**config.mk**
```make
export PLATFORM = sky130hd
export DESIGN_NAME = reset_state_defaults
export DESIGN_NICKNAME = d
export VERILOG_FILES = /design/src/verilog/reset_defaults_pkg.sv /design/src/verilog/default_reg_bank.sv /design/src/verilog/reset_flag_unit.sv /design/src/verilog/reset_state_defaults.sv
export SDC_FILE = /design/constraint.sdc
export NUM_CORES = 1
export LEC_CHECK = 0
export BUFFER_PORTS_ARGS = -buffer_cell sky130_fd_sc_hd__buf_2
export CAP_MARGIN = 30
export CORE_MARGIN = 3
export CORE_UTILIZATION = 60
export CTS_CLUSTER_SIZE = 40
export DETAILED_ROUTE_END_ITERATION = 7
export HOLD_SLACK_MARGIN = 0.15
export PLACE_DENSITY = 0.81
export SETUP_SLACK_MARGIN = 0.3
export SYNTH_ARGS = -nofsm -noshare
export SYNTH_HDL_FRONTEND = slang
export SYNTH_SLANG_ARGS = --single-unit
```
**constraint.sdc**
```tcl
create_clock -name mclk -period 2.9 [get_ports mclk]
set_input_delay 0.58 -clock mclk [delete_from_list [all_inputs] [get_ports mclk]]
set_output_delay 0.58 -clock mclk [all_outputs]
set_load 0.01 [all_outputs]
```
**src/verilog/reset_defaults_pkg.sv**
```systemverilog
// Contract
// - during reset or oscillator wait only the program counter is undefined; all else held.
// - watchdog enable register reset value comes from the option byte input.
// - converter result clears to 0000H; byte views, mode, channel, port configs to 00H.
// - three comparator control and reference registers and output flags clear to 00H.
// - asynchronous serial receive and transmit buffers load FFH.
// - asynchronous serial operation mode register loads 01H.
// - async error status, transmit status, clock select clear; baud control loads FFH.
// - asynchronous serial control register loads 16H.
// - input switch control register clears to 00H.
// - clocked serial buffer, shift, mode and clock select registers clear to 00H.
// - two-wire shift, status, flags, both controls and slave address clear to 00H.
// - two-wire low and high width registers load FFH.
// - multiplier operands clear to 00H, both product halves to 0000H.
// - request flags clear; mask and priority flags load FFH.
// - external rising and falling edge enable registers clear to 00H.
// - regulator mode control register clears to 00H.
// - watchdog flag cleared on pin, power-on, default-start; set on watchdog; held on detector.
// - detector flag set on detector reset; held on watchdog; cleared on pin, power-on, default-start.
// - detection control clears on all resets except ordinary detector reset, which keeps it.
// - detection level select behaves like detection control.
// - reset source flags clear on software read and on pin or power-on reset.
package reset_defaults_pkg;

  localparam int unsigned BANK_COUNT = 59;
  localparam int unsigned ADDR_W     = 6;

  // bank group bases
  localparam int unsigned CONV_BASE      = 0;
  localparam int unsigned CMP_BASE       = 8;
  localparam int unsigned ASYNC_BASE     = 15;
  localparam int unsigned CSI_BASE       = 24;
  localparam int unsigned TWO_WIRE_BASE  = 28;
  localparam int unsigned MULT_BASE      = 36;
  localparam int unsigned IRQ_REQ_BASE   = 42;
  localparam int unsigned IRQ_MASK_BASE  = 46;
  localparam int unsigned IRQ_PRIO_BASE  = 50;
  localparam int unsigned EXT_RISE_BASE  = 54;
  localparam int unsigned EXT_FALL_BASE  = 56;
  localparam int unsigned REG_MODE_IDX   = 58;
  localparam int unsigned IRQ_GROUP_LEN  = 4;

  // entries with non-zero defaults
  localparam int unsigned ASYNC_RX_IDX   = 15;
  localparam int unsigned ASYNC_TX_IDX   = 16;
  localparam int unsigned ASYNC_MODE_IDX = 17;
  localparam int unsigned BAUD_IDX       = 21;
  localparam int unsigned ASYNC_CTRL_IDX = 22;
  localparam int unsigned TW_LOW_IDX     = 33;
  localparam int unsigned TW_HIGH_IDX    = 34;

  // registers kept outside the bank
  localparam logic [ADDR_W-1:0] WDOG_EN_ADDR   = 6'h3B;
  localparam logic [ADDR_W-1:0] SRC_FLAGS_ADDR = 6'h3C;
  localparam logic [ADDR_W-1:0] LV_CTRL_ADDR   = 6'h3D;
  localparam logic [ADDR_W-1:0] LV_LEVEL_ADDR  = 6'h3E;

  localparam int unsigned WDOG_FLAG_BIT = 4;
  localparam int unsigned LV_FLAG_BIT   = 0;

  localparam logic [7:0] CLR_BYTE       = 8'h00;
  localparam logic [7:0] ONES_BYTE      = 8'hFF;
  localparam logic [7:0] ASYNC_MODE_RST = 8'h01;
  localparam logic [7:0] ASYNC_CTRL_RST = 8'h16;

  localparam logic [2:0] SYNC_INIT = 3'h0;
  localparam logic [2:0] SYNC_ONES = 3'h7;

  typedef enum logic [2:0] {
    SRC_NONE     = 3'b000,
    SRC_PIN      = 3'b001,
    SRC_PWR_ON   = 3'b010,
    SRC_WDOG     = 3'b011,
    SRC_LV       = 3'b100,
    SRC_LV_START = 3'b101
  } src_e;

  function automatic logic [7:0] reg_default(input int unsigned idx);
    logic [7:0] v;
    v = CLR_BYTE;
    if (idx >= IRQ_MASK_BASE && idx < IRQ_PRIO_BASE + IRQ_GROUP_LEN) begin
      v = ONES_BYTE;
    end
    if (idx == ASYNC_RX_IDX || idx == ASYNC_TX_IDX) begin
      v = ONES_BYTE;
    end
    if (idx == BAUD_IDX) begin
      v = ONES_BYTE;
    end
    if (idx == TW_LOW_IDX || idx == TW_HIGH_IDX) begin
      v = ONES_BYTE;
    end
    if (idx == ASYNC_MODE_IDX) begin
      v = ASYNC_MODE_RST;
    end
    if (idx == ASYNC_CTRL_IDX) begin
      v = ASYNC_CTRL_RST;
    end
    return v;
  endfunction

endpackage

```
**src/verilog/default_reg_bank.sv**
```systemverilog
`timescale 1ns/1ps
module default_reg_bank (
  // clock and reset
  input  wire logic                                     mclk,
  input  wire logic                                     resetn,
  input  wire logic                                     clk_en,
  // default load
  input  wire logic                                     load_defaults,
  // write port
  input  wire logic                                     wr_en,
  input  wire logic [reset_defaults_pkg::ADDR_W-1:0]    wr_idx,
  input  wire logic [7:0]                               wr_data,
  // read port
  input  wire logic [reset_defaults_pkg::ADDR_W-1:0]    rd_idx,
  output logic      [7:0]                               rd_data
);

  wire [7:0] mem_word [reset_defaults_pkg::BANK_COUNT];

  genvar i;
  generate
    for (i = 0; i < reset_defaults_pkg::BANK_COUNT; i++) begin : g_entry
      localparam logic [7:0] RST = reset_defaults_pkg::reg_default(i);
      wire        hit = wr_en && (wr_idx == 6'(i));
      logic [7:0] entry_ff;
      always_ff @(posedge mclk or negedge resetn) begin
        if (!resetn) begin
          entry_ff <= RST;
        end else if (clk_en) begin
          if (load_defaults) begin
            entry_ff <= RST;
          end else if (hit) begin
            entry_ff <= wr_data;
          end
        end
      end
      assign mem_word[i] = entry_ff;
    end
  endgenerate

  wire       rd_in_range = rd_idx < 6'(reset_defaults_pkg::BANK_COUNT);
  wire [7:0] rd_word     = rd_in_range ? mem_word[rd_idx] : reset_defaults_pkg::CLR_BYTE;

  always_ff @(posedge mclk or negedge resetn) begin
    if (!resetn) begin
      rd_data <= reset_defaults_pkg::CLR_BYTE;
    end else if (clk_en) begin
      rd_data <= rd_word;
    end
  end

endmodule

```
**src/verilog/reset_flag_unit.sv**
```systemverilog
`timescale 1ns/1ps
module reset_flag_unit (
  // clock and reset
  input  wire logic                          mclk,
  input  wire logic                          resetn,
  input  wire logic                          clk_en,
  // source capture
  input  wire logic                          take,
  input  wire reset_defaults_pkg::src_e      src,
  // software read clear
  input  wire logic                          rd_clear,
  // flags
  output logic [7:0]                         flags
);

  logic wdog_flag_ff;
  logic lv_flag_ff;
  logic nxt_wdog_flag;
  logic nxt_lv_flag;

  wire src_clear = (src == reset_defaults_pkg::SRC_PIN) || (src == reset_defaults_pkg::SRC_PWR_ON) ||
                   (src == reset_defaults_pkg::SRC_LV_START);

  assign nxt_wdog_flag = !take ? (rd_clear ? 1'b0 : wdog_flag_ff) :
                         (src == reset_defaults_pkg::SRC_WDOG) ? 1'b1 :
                         src_clear ? 1'b0 : wdog_flag_ff;
  assign nxt_lv_flag = !take ? (rd_clear ? 1'b0 : lv_flag_ff) :
                       (src == reset_defaults_pkg::SRC_LV) ? 1'b1 :
                       src_clear ? 1'b0 : lv_flag_ff;

  always_ff @(posedge mclk or negedge resetn) begin
    if (!resetn) begin
      wdog_flag_ff <= 1'b0;
      lv_flag_ff   <= 1'b0;
    end else if (clk_en) begin
      wdog_flag_ff <= nxt_wdog_flag;
      lv_flag_ff   <= nxt_lv_flag;
    end
  end

  always_comb begin
    flags = reset_defaults_pkg::CLR_BYTE;
    flags[reset_defaults_pkg::WDOG_FLAG_BIT] = wdog_flag_ff;
    flags[reset_defaults_pkg::LV_FLAG_BIT]   = lv_flag_ff;
  end

endmodule

```
**src/verilog/reset_state_defaults.sv**
```systemverilog
`timescale 1ns/1ps
module reset_state_defaults (
  // clock and reset
  input  wire logic                                   mclk,
  input  wire logic                                   resetn,
  input  wire logic                                   clk_en,
  // reset requests from pins and analog blocks
  input  wire logic                                   ext_reset_n,
  input  wire logic                                   power_on_clear_req,
  input  wire logic                                   watchdog_unit_req,
  input  wire logic                                   lowvolt_detector_req,
  input  wire logic                                   lowvolt_default_start_req,
  // same-clock status
  input  wire logic                                   osc_wait,
  input  wire logic [7:0]                             option_wdog_en,
  // software write port
  input  wire logic                                   wr_en,
  input  wire logic [reset_defaults_pkg::ADDR_W-1:0]  wr_addr,
  input  wire logic [7:0]                             wr_data,
  // software read port
  input  wire logic                                   rd_en,
  input  wire logic [reset_defaults_pkg::ADDR_W-1:0]  rd_addr,
  output logic      [7:0]                             rd_data,
  output logic                                        rd_valid,
  // status
  output logic                                        in_reset,
  output logic                                        program_counter_undefined,
  output logic                                        defaults_loaded,
  output reset_defaults_pkg::src_e                    last_source,
  output logic      [7:0]                             watchdog_enable_reg,
  output logic      [7:0]                             lowvolt_detect_control,
  output logic      [7:0]                             lowvolt_level_select,
  output logic      [7:0]                             reset_source_flags
);

  localparam int unsigned NREQ = 5;

  // request synchronisers: three stages, level accepted when stages two and three agree
  wire  [NREQ-1:0] req_raw = {lowvolt_default_start_req, lowvolt_detector_req, watchdog_unit_req,
                              power_on_clear_req, !ext_reset_n};
  logic [NREQ-1:0] req_ok_ff;

  genvar k;
  generate
    for (k = 0; k < NREQ; k++) begin : g_sync
      logic [2:0] stage_ff;
      always_ff @(posedge mclk or negedge resetn) begin
        if (!resetn) begin
          stage_ff     <= reset_defaults_pkg::SYNC_INIT;
          req_ok_ff[k] <= 1'b0;
        end else if (clk_en) begin
          stage_ff <= {stage_ff[1:0], req_raw[k]};
          if (stage_ff[1] == stage_ff[2]) begin
            req_ok_ff[k] <= stage_ff[2];
          end
        end
      end
    end
  endgenerate

  wire pin_req      = req_ok_ff[0];
  wire pwr_on_req   = req_ok_ff[1];
  wire wdog_req     = req_ok_ff[2];
  wire lv_req       = req_ok_ff[3];
  wire lv_start_req = req_ok_ff[4];

  wire any_req = |req_ok_ff;

  logic in_reset_ff;
  wire  take = any_req && !in_reset_ff;

  // highest-ranking source wins when several arrive together
  reset_defaults_pkg::src_e nxt_src;
  assign nxt_src = pwr_on_req   ? reset_defaults_pkg::SRC_PWR_ON :
                   pin_req      ? reset_defaults_pkg::SRC_PIN :
                   lv_start_req ? reset_defaults_pkg::SRC_LV_START :
                   wdog_req     ? reset_defaults_pkg::SRC_WDOG :
                   lv_req       ? reset_defaults_pkg::SRC_LV : reset_defaults_pkg::SRC_NONE;

  reset_defaults_pkg::src_e src_ff;

  always_ff @(posedge mclk or negedge resetn) begin
    if (!resetn) begin
      in_reset_ff     <= 1'b0;
      src_ff          <= reset_defaults_pkg::SRC_NONE;
      defaults_loaded <= 1'b0;
    end else if (clk_en) begin
      in_reset_ff     <= any_req;
      defaults_loaded <= take;
      if (take) begin
        src_ff <= nxt_src;
      end
    end
  end

  assign in_reset    = in_reset_ff;
  assign last_source = src_ff;

  assign program_counter_undefined = in_reset_ff || osc_wait;

  // software access is held off while any reset is active
  wire wr_ok = wr_en && !any_req && !in_reset_ff;
  wire rd_ok = rd_en && !any_req && !in_reset_ff;

  wire wr_wdog_en   = wr_ok && (wr_addr == reset_defaults_pkg::WDOG_EN_ADDR);
  wire wr_lv_ctrl   = wr_ok && (wr_addr == reset_defaults_pkg::LV_CTRL_ADDR);
  wire wr_lv_level  = wr_ok && (wr_addr == reset_defaults_pkg::LV_LEVEL_ADDR);
  wire rd_src_flags = rd_ok && (rd_addr == reset_defaults_pkg::SRC_FLAGS_ADDR);

  logic [7:0] bank_rd_data;

  default_reg_bank u_bank (
    .mclk          (mclk),
    .resetn        (resetn),
    .clk_en        (clk_en),
    .load_defaults (take),
    .wr_en         (wr_ok),
    .wr_idx        (wr_addr),
    .wr_data       (wr_data),
    .rd_idx        (rd_addr),
    .rd_data       (bank_rd_data)
  );

  reset_flag_unit u_flags (
    .mclk     (mclk),
    .resetn   (resetn),
    .clk_en   (clk_en),
    .take     (take),
    .src      (nxt_src),
    .rd_clear (rd_src_flags),
    .flags    (reset_source_flags)
  );

  // detection control kept on detector reset
  wire lv_keep = (nxt_src == reset_defaults_pkg::SRC_LV);

  always_ff @(posedge mclk or negedge resetn) begin
    if (!resetn) begin
      lowvolt_detect_control <= reset_defaults_pkg::CLR_BYTE;
      lowvolt_level_select   <= reset_defaults_pkg::CLR_BYTE;
    end else if (clk_en) begin
      if (take) begin
        lowvolt_detect_control <= lv_keep ? lowvolt_detect_control : reset_defaults_pkg::CLR_BYTE;
        lowvolt_level_select   <= lv_keep ? lowvolt_level_select : reset_defaults_pkg::CLR_BYTE;
      end else begin
        if (wr_lv_ctrl) begin
          lowvolt_detect_control <= wr_data;
        end
        if (wr_lv_level) begin
          lowvolt_level_select <= wr_data;
        end
      end
    end
  end

  always_ff @(posedge mclk or negedge resetn) begin
    if (!resetn) begin
      watchdog_enable_reg <= reset_defaults_pkg::CLR_BYTE;
    end else if (clk_en) begin
      if (take) begin
        watchdog_enable_reg <= option_wdog_en;
      end else if (wr_wdog_en) begin
        watchdog_enable_reg <= wr_data;
      end
    end
  end

  // read path: local registers registered here, bank word registered in the bank
  wire [7:0] local_word = (rd_addr == reset_defaults_pkg::WDOG_EN_ADDR) ? watchdog_enable_reg :
                          (rd_addr == reset_defaults_pkg::SRC_FLAGS_ADDR) ? reset_source_flags :
                          (rd_addr == reset_defaults_pkg::LV_CTRL_ADDR) ? lowvolt_detect_control :
                          (rd_addr == reset_defaults_pkg::LV_LEVEL_ADDR) ? lowvolt_level_select :
                          reset_defaults_pkg::CLR_BYTE;
  wire       local_sel  = rd_addr >= 6'(reset_defaults_pkg::BANK_COUNT);

  logic [7:0] local_rd_ff;
  logic       local_sel_ff;
  logic       rd_valid_ff;

  always_ff @(posedge mclk or negedge resetn) begin
    if (!resetn) begin
      local_rd_ff  <= reset_defaults_pkg::CLR_BYTE;
      local_sel_ff <= 1'b0;
      rd_valid_ff  <= 1'b0;
    end else if (clk_en) begin
      local_rd_ff  <= local_word;
      local_sel_ff <= local_sel;
      rd_valid_ff  <= rd_ok;
    end
  end

  assign rd_data  = local_sel_ff ? local_rd_ff : bank_rd_data;
  assign rd_valid = rd_valid_ff;

endmodule

```
Word level (Yosys, flattened, before mapping)
Index checks and enable logic that the tools add are counted.
- $lt $le $gt $ge: 3
- equality and inequality tests: 78
- muxes and demuxes: 145
- bitwise logic cells: 1
- reduce and logical (&&, ||, !) cells: 209
- operators with widths (cell ; count):
    $mux 8 ; 133
    $eq 6x6->1 const B ; 34
    $reduce_and 2->1 ; 66
    $reduce_bool 2->1 ; 63
    $eq 6x5->1 const B ; 16
    $logic_and 1x1->1 ; 68
    $bmux 8 s6 ; 1
    $eq 6x4->1 const B ; 8
    $eq 6x3->1 const B ; 4
    $mux 3 ; 5
    $eq 6x2->1 const B ; 2
    $reduce_and 3->1 ; 4
    $ge 7x7->1 const B ; 1
    $not 6->7 ; 1
    $eq 3x2->1 const B ; 2
    $eq 3x3->1 const B ; 2
    $eq 6x1->1 const B ; 1
    $ge 6x6->1 const B ; 1
    $logic_not 6->1 ; 1
    $lt 6x6->1 const B ; 1
    $mux 1 ; 6
    $ne 3x3->1 const B ; 2
    $eq 1x1->1 ; 5
    $reduce_or 5->1 ; 1
    other kinds (4) ; 8
- flip-flop bits (word level): 541
- output and inout bits: 47

Logic depth before layout (Yosys ltp)
- depth after elaboration: 11
- gate-level depth with buffers: 9
- depth with buffers taken out: 5

Hierarchy
From an unflattened synthesis, not the netlist that was laid out.
- cell total of the unflattened synthesis: 1965
- area, all modules: 25838.5 um2
- by module, submodules not included (module ; instances ; cells an instance ; area each (um2) ; sequential area each (um2)):
    default_reg_bank ; 1 ; 1700 ; 22846.9 ; 12146.6
    reset_state_defaults ; 1 ; 238 ; 2777.7 ; 1476.4
    reset_flag_unit ; 1 ; 27 ; 214.0 ; 50.0

Worst setup path after synthesis
OpenSTA, ideal clock, no wires.
- path kind: input to register
- start point: input rd_addr[1] (netlist name)
- end point: register u_bank.rd_data[1]
- data arrival time: 2.332 ns
- slack: 0.433 ns
- stages on the path: 9
- buffers on the path: 4
- cells stage by stage: buf_2 buf_2 buf_2 buf_2 nand2_1 nor2_1 nor2_1 a32oi_1 o211ai_1
- cells in the longest elaborated chain, start to end: 5
- elaborated cells on any way between the ends: 6
- those cells by class: order compare: 1; mux: 4; bitwise: 1
- ends and longest elaborated chain (element ; line ; RTL):
    start, declared ; reset_state_defaults.sv:22 ; input wire logic [reset_defaults_pkg::ADDR_W-1:0] rd_addr,
    $not 6->7 (not written as such) ; default_reg_bank.sv:42 ; wire [7:0] rd_word = rd_in_range ? mem_word[rd_idx] : reset_defaults_pkg::CLR_BYTE;
    $bmux 8 s6 ; default_reg_bank.sv:42 ;
    $mux 8 (not written as such) (2 in a row) ; default_reg_bank.sv:42 ;
    $mux 8 (*) ; default_reg_bank.sv:42 ;
    end signal, assigned ; default_reg_bank.sv:46 ; rd_data <= reset_defaults_pkg::CLR_BYTE;
    end signal, assigned ; default_reg_bank.sv:48 ; rd_data <= rd_word;
    end, declared ; default_reg_bank.sv:15 ; output logic [7:0] rd_data
Every way passes the cells marked *; elsewhere a longest branch is shown, timed or not. The select of a mux whose other input is x is not followed.
A chain may end at the register's enable or synchronous reset.

Worst setup path after layout
- start point: register req_ok_ff[1], in the netlist pwr_on_req
- end point: register u_bank.g_entry[18].entry_ff[0]
- cells in the longest elaborated chain, start to end: 7
- elaborated cells on any way between the ends: 9
- those cells by class: mux: 1; reduce/logical: 8
- ends and longest elaborated chain (element ; line ; RTL):
    start, declared ; reset_state_defaults.sv:41 ; logic [NREQ-1:0] req_ok_ff;
    start signal, assigned by index ; reset_state_defaults.sv:54 ; req_ok_ff[k] <= stage_ff[2];
    $reduce_or 5->1 (*) ; reset_state_defaults.sv:67 ; wire any_req = |req_ok_ff;
    $logic_not 1->1 ; reset_state_defaults.sv:102 ; wire wr_ok = wr_en && !any_req && !in_reset_ff;
    $logic_and 1x1->1 (2 in a row) ; reset_state_defaults.sv:102 ;
    $logic_and 1x1->1 ; default_reg_bank.sv:24 ; wire hit = wr_en && (wr_idx == 6'(i));
    $reduce_bool 2->1 (no source line) ; n/a ;
    $reduce_and 2->1 (no source line) ; n/a ;
    end signal, assigned ; default_reg_bank.sv:33 ; entry_ff <= wr_data;
    end, declared ; default_reg_bank.sv:25 ; logic [7:0] entry_ff;
Every way passes the cells marked *; elsewhere a longest branch is shown, timed or not.

==> qor.csv <==
metric;value;unit
postLayoutCoreUtil;0.691;
drive_above_1_share;0.256;
top_regs;u_bank.g_entry.entry_ff: 472 flops, g_sync.stage_ff: 15 flops;
hold_class;input port to flop;
antenna_found_initial;4;
wl;77300;um
rsz0062_at_grt;true;
cts_root_buf;clkbuf_16;
num_rows;74;
drv_cap;0;
dp_hpwl;50400;um
syn-cell-area;25000;um^2
crit_buf_inv;1;
synth_top_area_share;0.433;
cts_tree;built;
grt_pass1_vias;20600;
routabilityCongestion;0.943;
crit_fanout;17;
holdWs;0.183;ns
final_cell_mix;dfrtp_1 (433), o21ai_0 (374), nand3_1 (297);
nets;2441;
clkLatencyLatePin;0.58;ns
grt_pass1_wl;120000;um
cts-htree-levels;2;
status;finished, final reports clean;
crit_arrival;3.14;ns
slew_headroom;0.306;
hold_viol;0;
drt_iter0_markers;2993;
wl_per_cell;26.0;um
irDropWorstVdd;0.467;mV
grt.total_usage;0.349;
multiInputGateArea;10500;um^2
cp-end-kind;flop;
overflow;0;
clk_pin_slew;0.07;ns
cpMaxStageDelayCell;or4_4;
yosys-top-cells-area;dfrtp_1 (43%), dfstp_2 (11%), o21ai_0 (7.5%);
die-area;44200;um^2
setup_viol;0;
synthFlopType;dfrtp_1;
largest_reg_flops;472;
fin_skew;0.0121;ns
path_class;flop to flop;
critPathLaunchType;flop;
cts_sinks;541;
seqCellArea;13700;um^2
path_delay_family;simple AND/OR/NAND/NOR gates;
design.core.area;41000;um^2
slew_violations;0;
clk_path_buf_depth;3;
layout_commonest_cell;dfrtp_1;
slowest_delay;0.66;ns
synthCells;2355;
synthDistinctLibCells;57;
crit_chain;or4_4 -> nor4_4 -> buf_4 -> nand2_1 -> nand3_1 -> o21ai_0;
finalSetupTns;0;ns
fillers;2778;
num_io_pins;86;
postSynth.asyncResetShare;1.00;
fmax;369;MHz
p_leak;12.1;nW
start_util;0.610;
yosys.area.top_type;dfrtp_1;
die_h;210;um
cts_setup_buffers;0;
ys_warn_count;0;
vias;20800;
die_x;210;um
viasPerCell;6.98;
period_needed;2.71;ns
powerDensity;760;nW/um^2
seq_area_frac_synth;0.546;
area.growth.synth_to_final;13.2;%
ys_ff_latch;541;
fin_crit_sh;0.933;
numCtsBuffers;53;
grt_max_degree;102;
synth.avg_cell_area;10.6;um^2
cp.required;3.33;ns
synth-edff-count;0;
drtAntennaViolNets;0;
top_register;u_bank.g_entry.entry_ff;
port_buffers;79;
drc;0;
firstDrtPassIters;6;
tightest_slew;1.03;ns
-- cell usage after synthesis, types with 9 or more instances --
| master | instances |
|---|---|
| nor3_1 | 122 |
| a211oi_1 | 13 |
| a221oi_1 | 9 |
| clkbuf_1 | 141 |
| nand2b_1 | 12 |
| mux4_2 | 80 |
| nand3_1 | 304 |
| o22ai_1 | 17 |
| nor2b_1 | 26 |
| o21ai_0 | 374 |
| dfstp_2 | 108 |
| buf_2 | 43 |
| a21oi_1 | 152 |
| buf_4 | 9 |
| nor2_1 | 55 |
| and2_1 | 11 |
| mux2_2 | 92 |
| a32oi_1 | 12 |
| inv_1 | 15 |
| buf_1 | 33 |
| mux2i_1 | 49 |
| nand2_1 | 148 |
| dfrtp_1 | 433 |
-- worst reg2reg max path: stages, from the launching register on --
cell     delay [ns]
dfrtp_1        0.48
or4_4          0.66
nor4_4         0.33
buf_4          0.29
nand2_1        0.41
nand3_1        0.27
o21ai_0        0.11
-- per-layer routing --
layer	wire, um	global-route usage	vias up
met5	13	0	-
met4	4820	0.190	2
met3	9320	0.105	354
met2	34800	0.533	1440
met1	28300	0.454	10300
li1	-	-	8656
-- stage by stage --
| stage | std cells | cell area [um^2] | setup WS (ns) | power, mW |
|---|---|---|---|---|
| global route | 2974 | 28300 | 0.118 | 22.3 |
| detailed placement | 2877 | 26500 | 0.110 | 14.5 |
| CTS | 2972 | 28300 | 0.294 | 21.4 |
| finish | 2976 | 28300 | 0.193 | 21.5 |
| floorplan | 2360 | 25100 | 0.433 | 12.8 |
| global placement | 2876 | 26500 | 0.183 | 14.2 |
-- cell type report --
cell class | count | share of cell area
antenna | 3 | 0.000265
clock buffer | 83 | 0.0568
clock inverter | 11 | 0.00464
inverter | 15 | 0.00199
multi-input combinational | 1574 | 0.369
sequential | 541 | 0.482
tap | 532 | 0.0235
timing repair buffer | 217 | 0.0610
-- worst paths after layout --
kind | cells after the start | slack (ns) | to | from
worst min-delay path | 2 | 0.18 | g_sync[0].stage_ff[0] | ext_reset_n
worst min register to register | 2 | 0.48 | u_bank.g_entry[57].entry_ff[7] | u_bank.g_entry[57].entry_ff[7]
worst max-delay path | 6 | 0.19 | u_bank.g_entry[18].entry_ff[0] | pwr_on_req
min in group asynchronous | 2 | 0.60 | g_sync[0].stage_ff[1] | resetn
worst max register to register | 6 | 0.19 | u_bank.g_entry[18].entry_ff[0] | pwr_on_req
max in group asynchronous | 4 | 1.35 | u_bank.g_entry[46].entry_ff[4] | resetn
-- power breakdown --
group	leakage, nW	switching, mW	internal (mW)
clock	0.864	2.91	4.05
combinational	4.31	2.36	1.82
sequential	6.95	0.993	9.41
total	12.1	6.26	15.3
-- timing repair --
| item | 4_1_cts | 5_1_grt |
|---|---|---|
| hold buffers | 1 | 0 |
| setup endpoints to repair | 219 | 239 |
| endpoints found under the hold margin | 42 | 0 |
| resized for setup | 11 | 7 |
-- cell families after synthesis --
kind of cell           after synthesis  share of synthesized area
AND/OR/NAND/NOR                    720                      0.143
AO/OA/AOI/OAI                      627                      0.137
flip-flops                         541                      0.546
buffers and inverters              245                     0.0407
multiplexers                       221                      0.133
other                                1                   0.000150
Note: power is estimated with default switching activity, not from simulation.
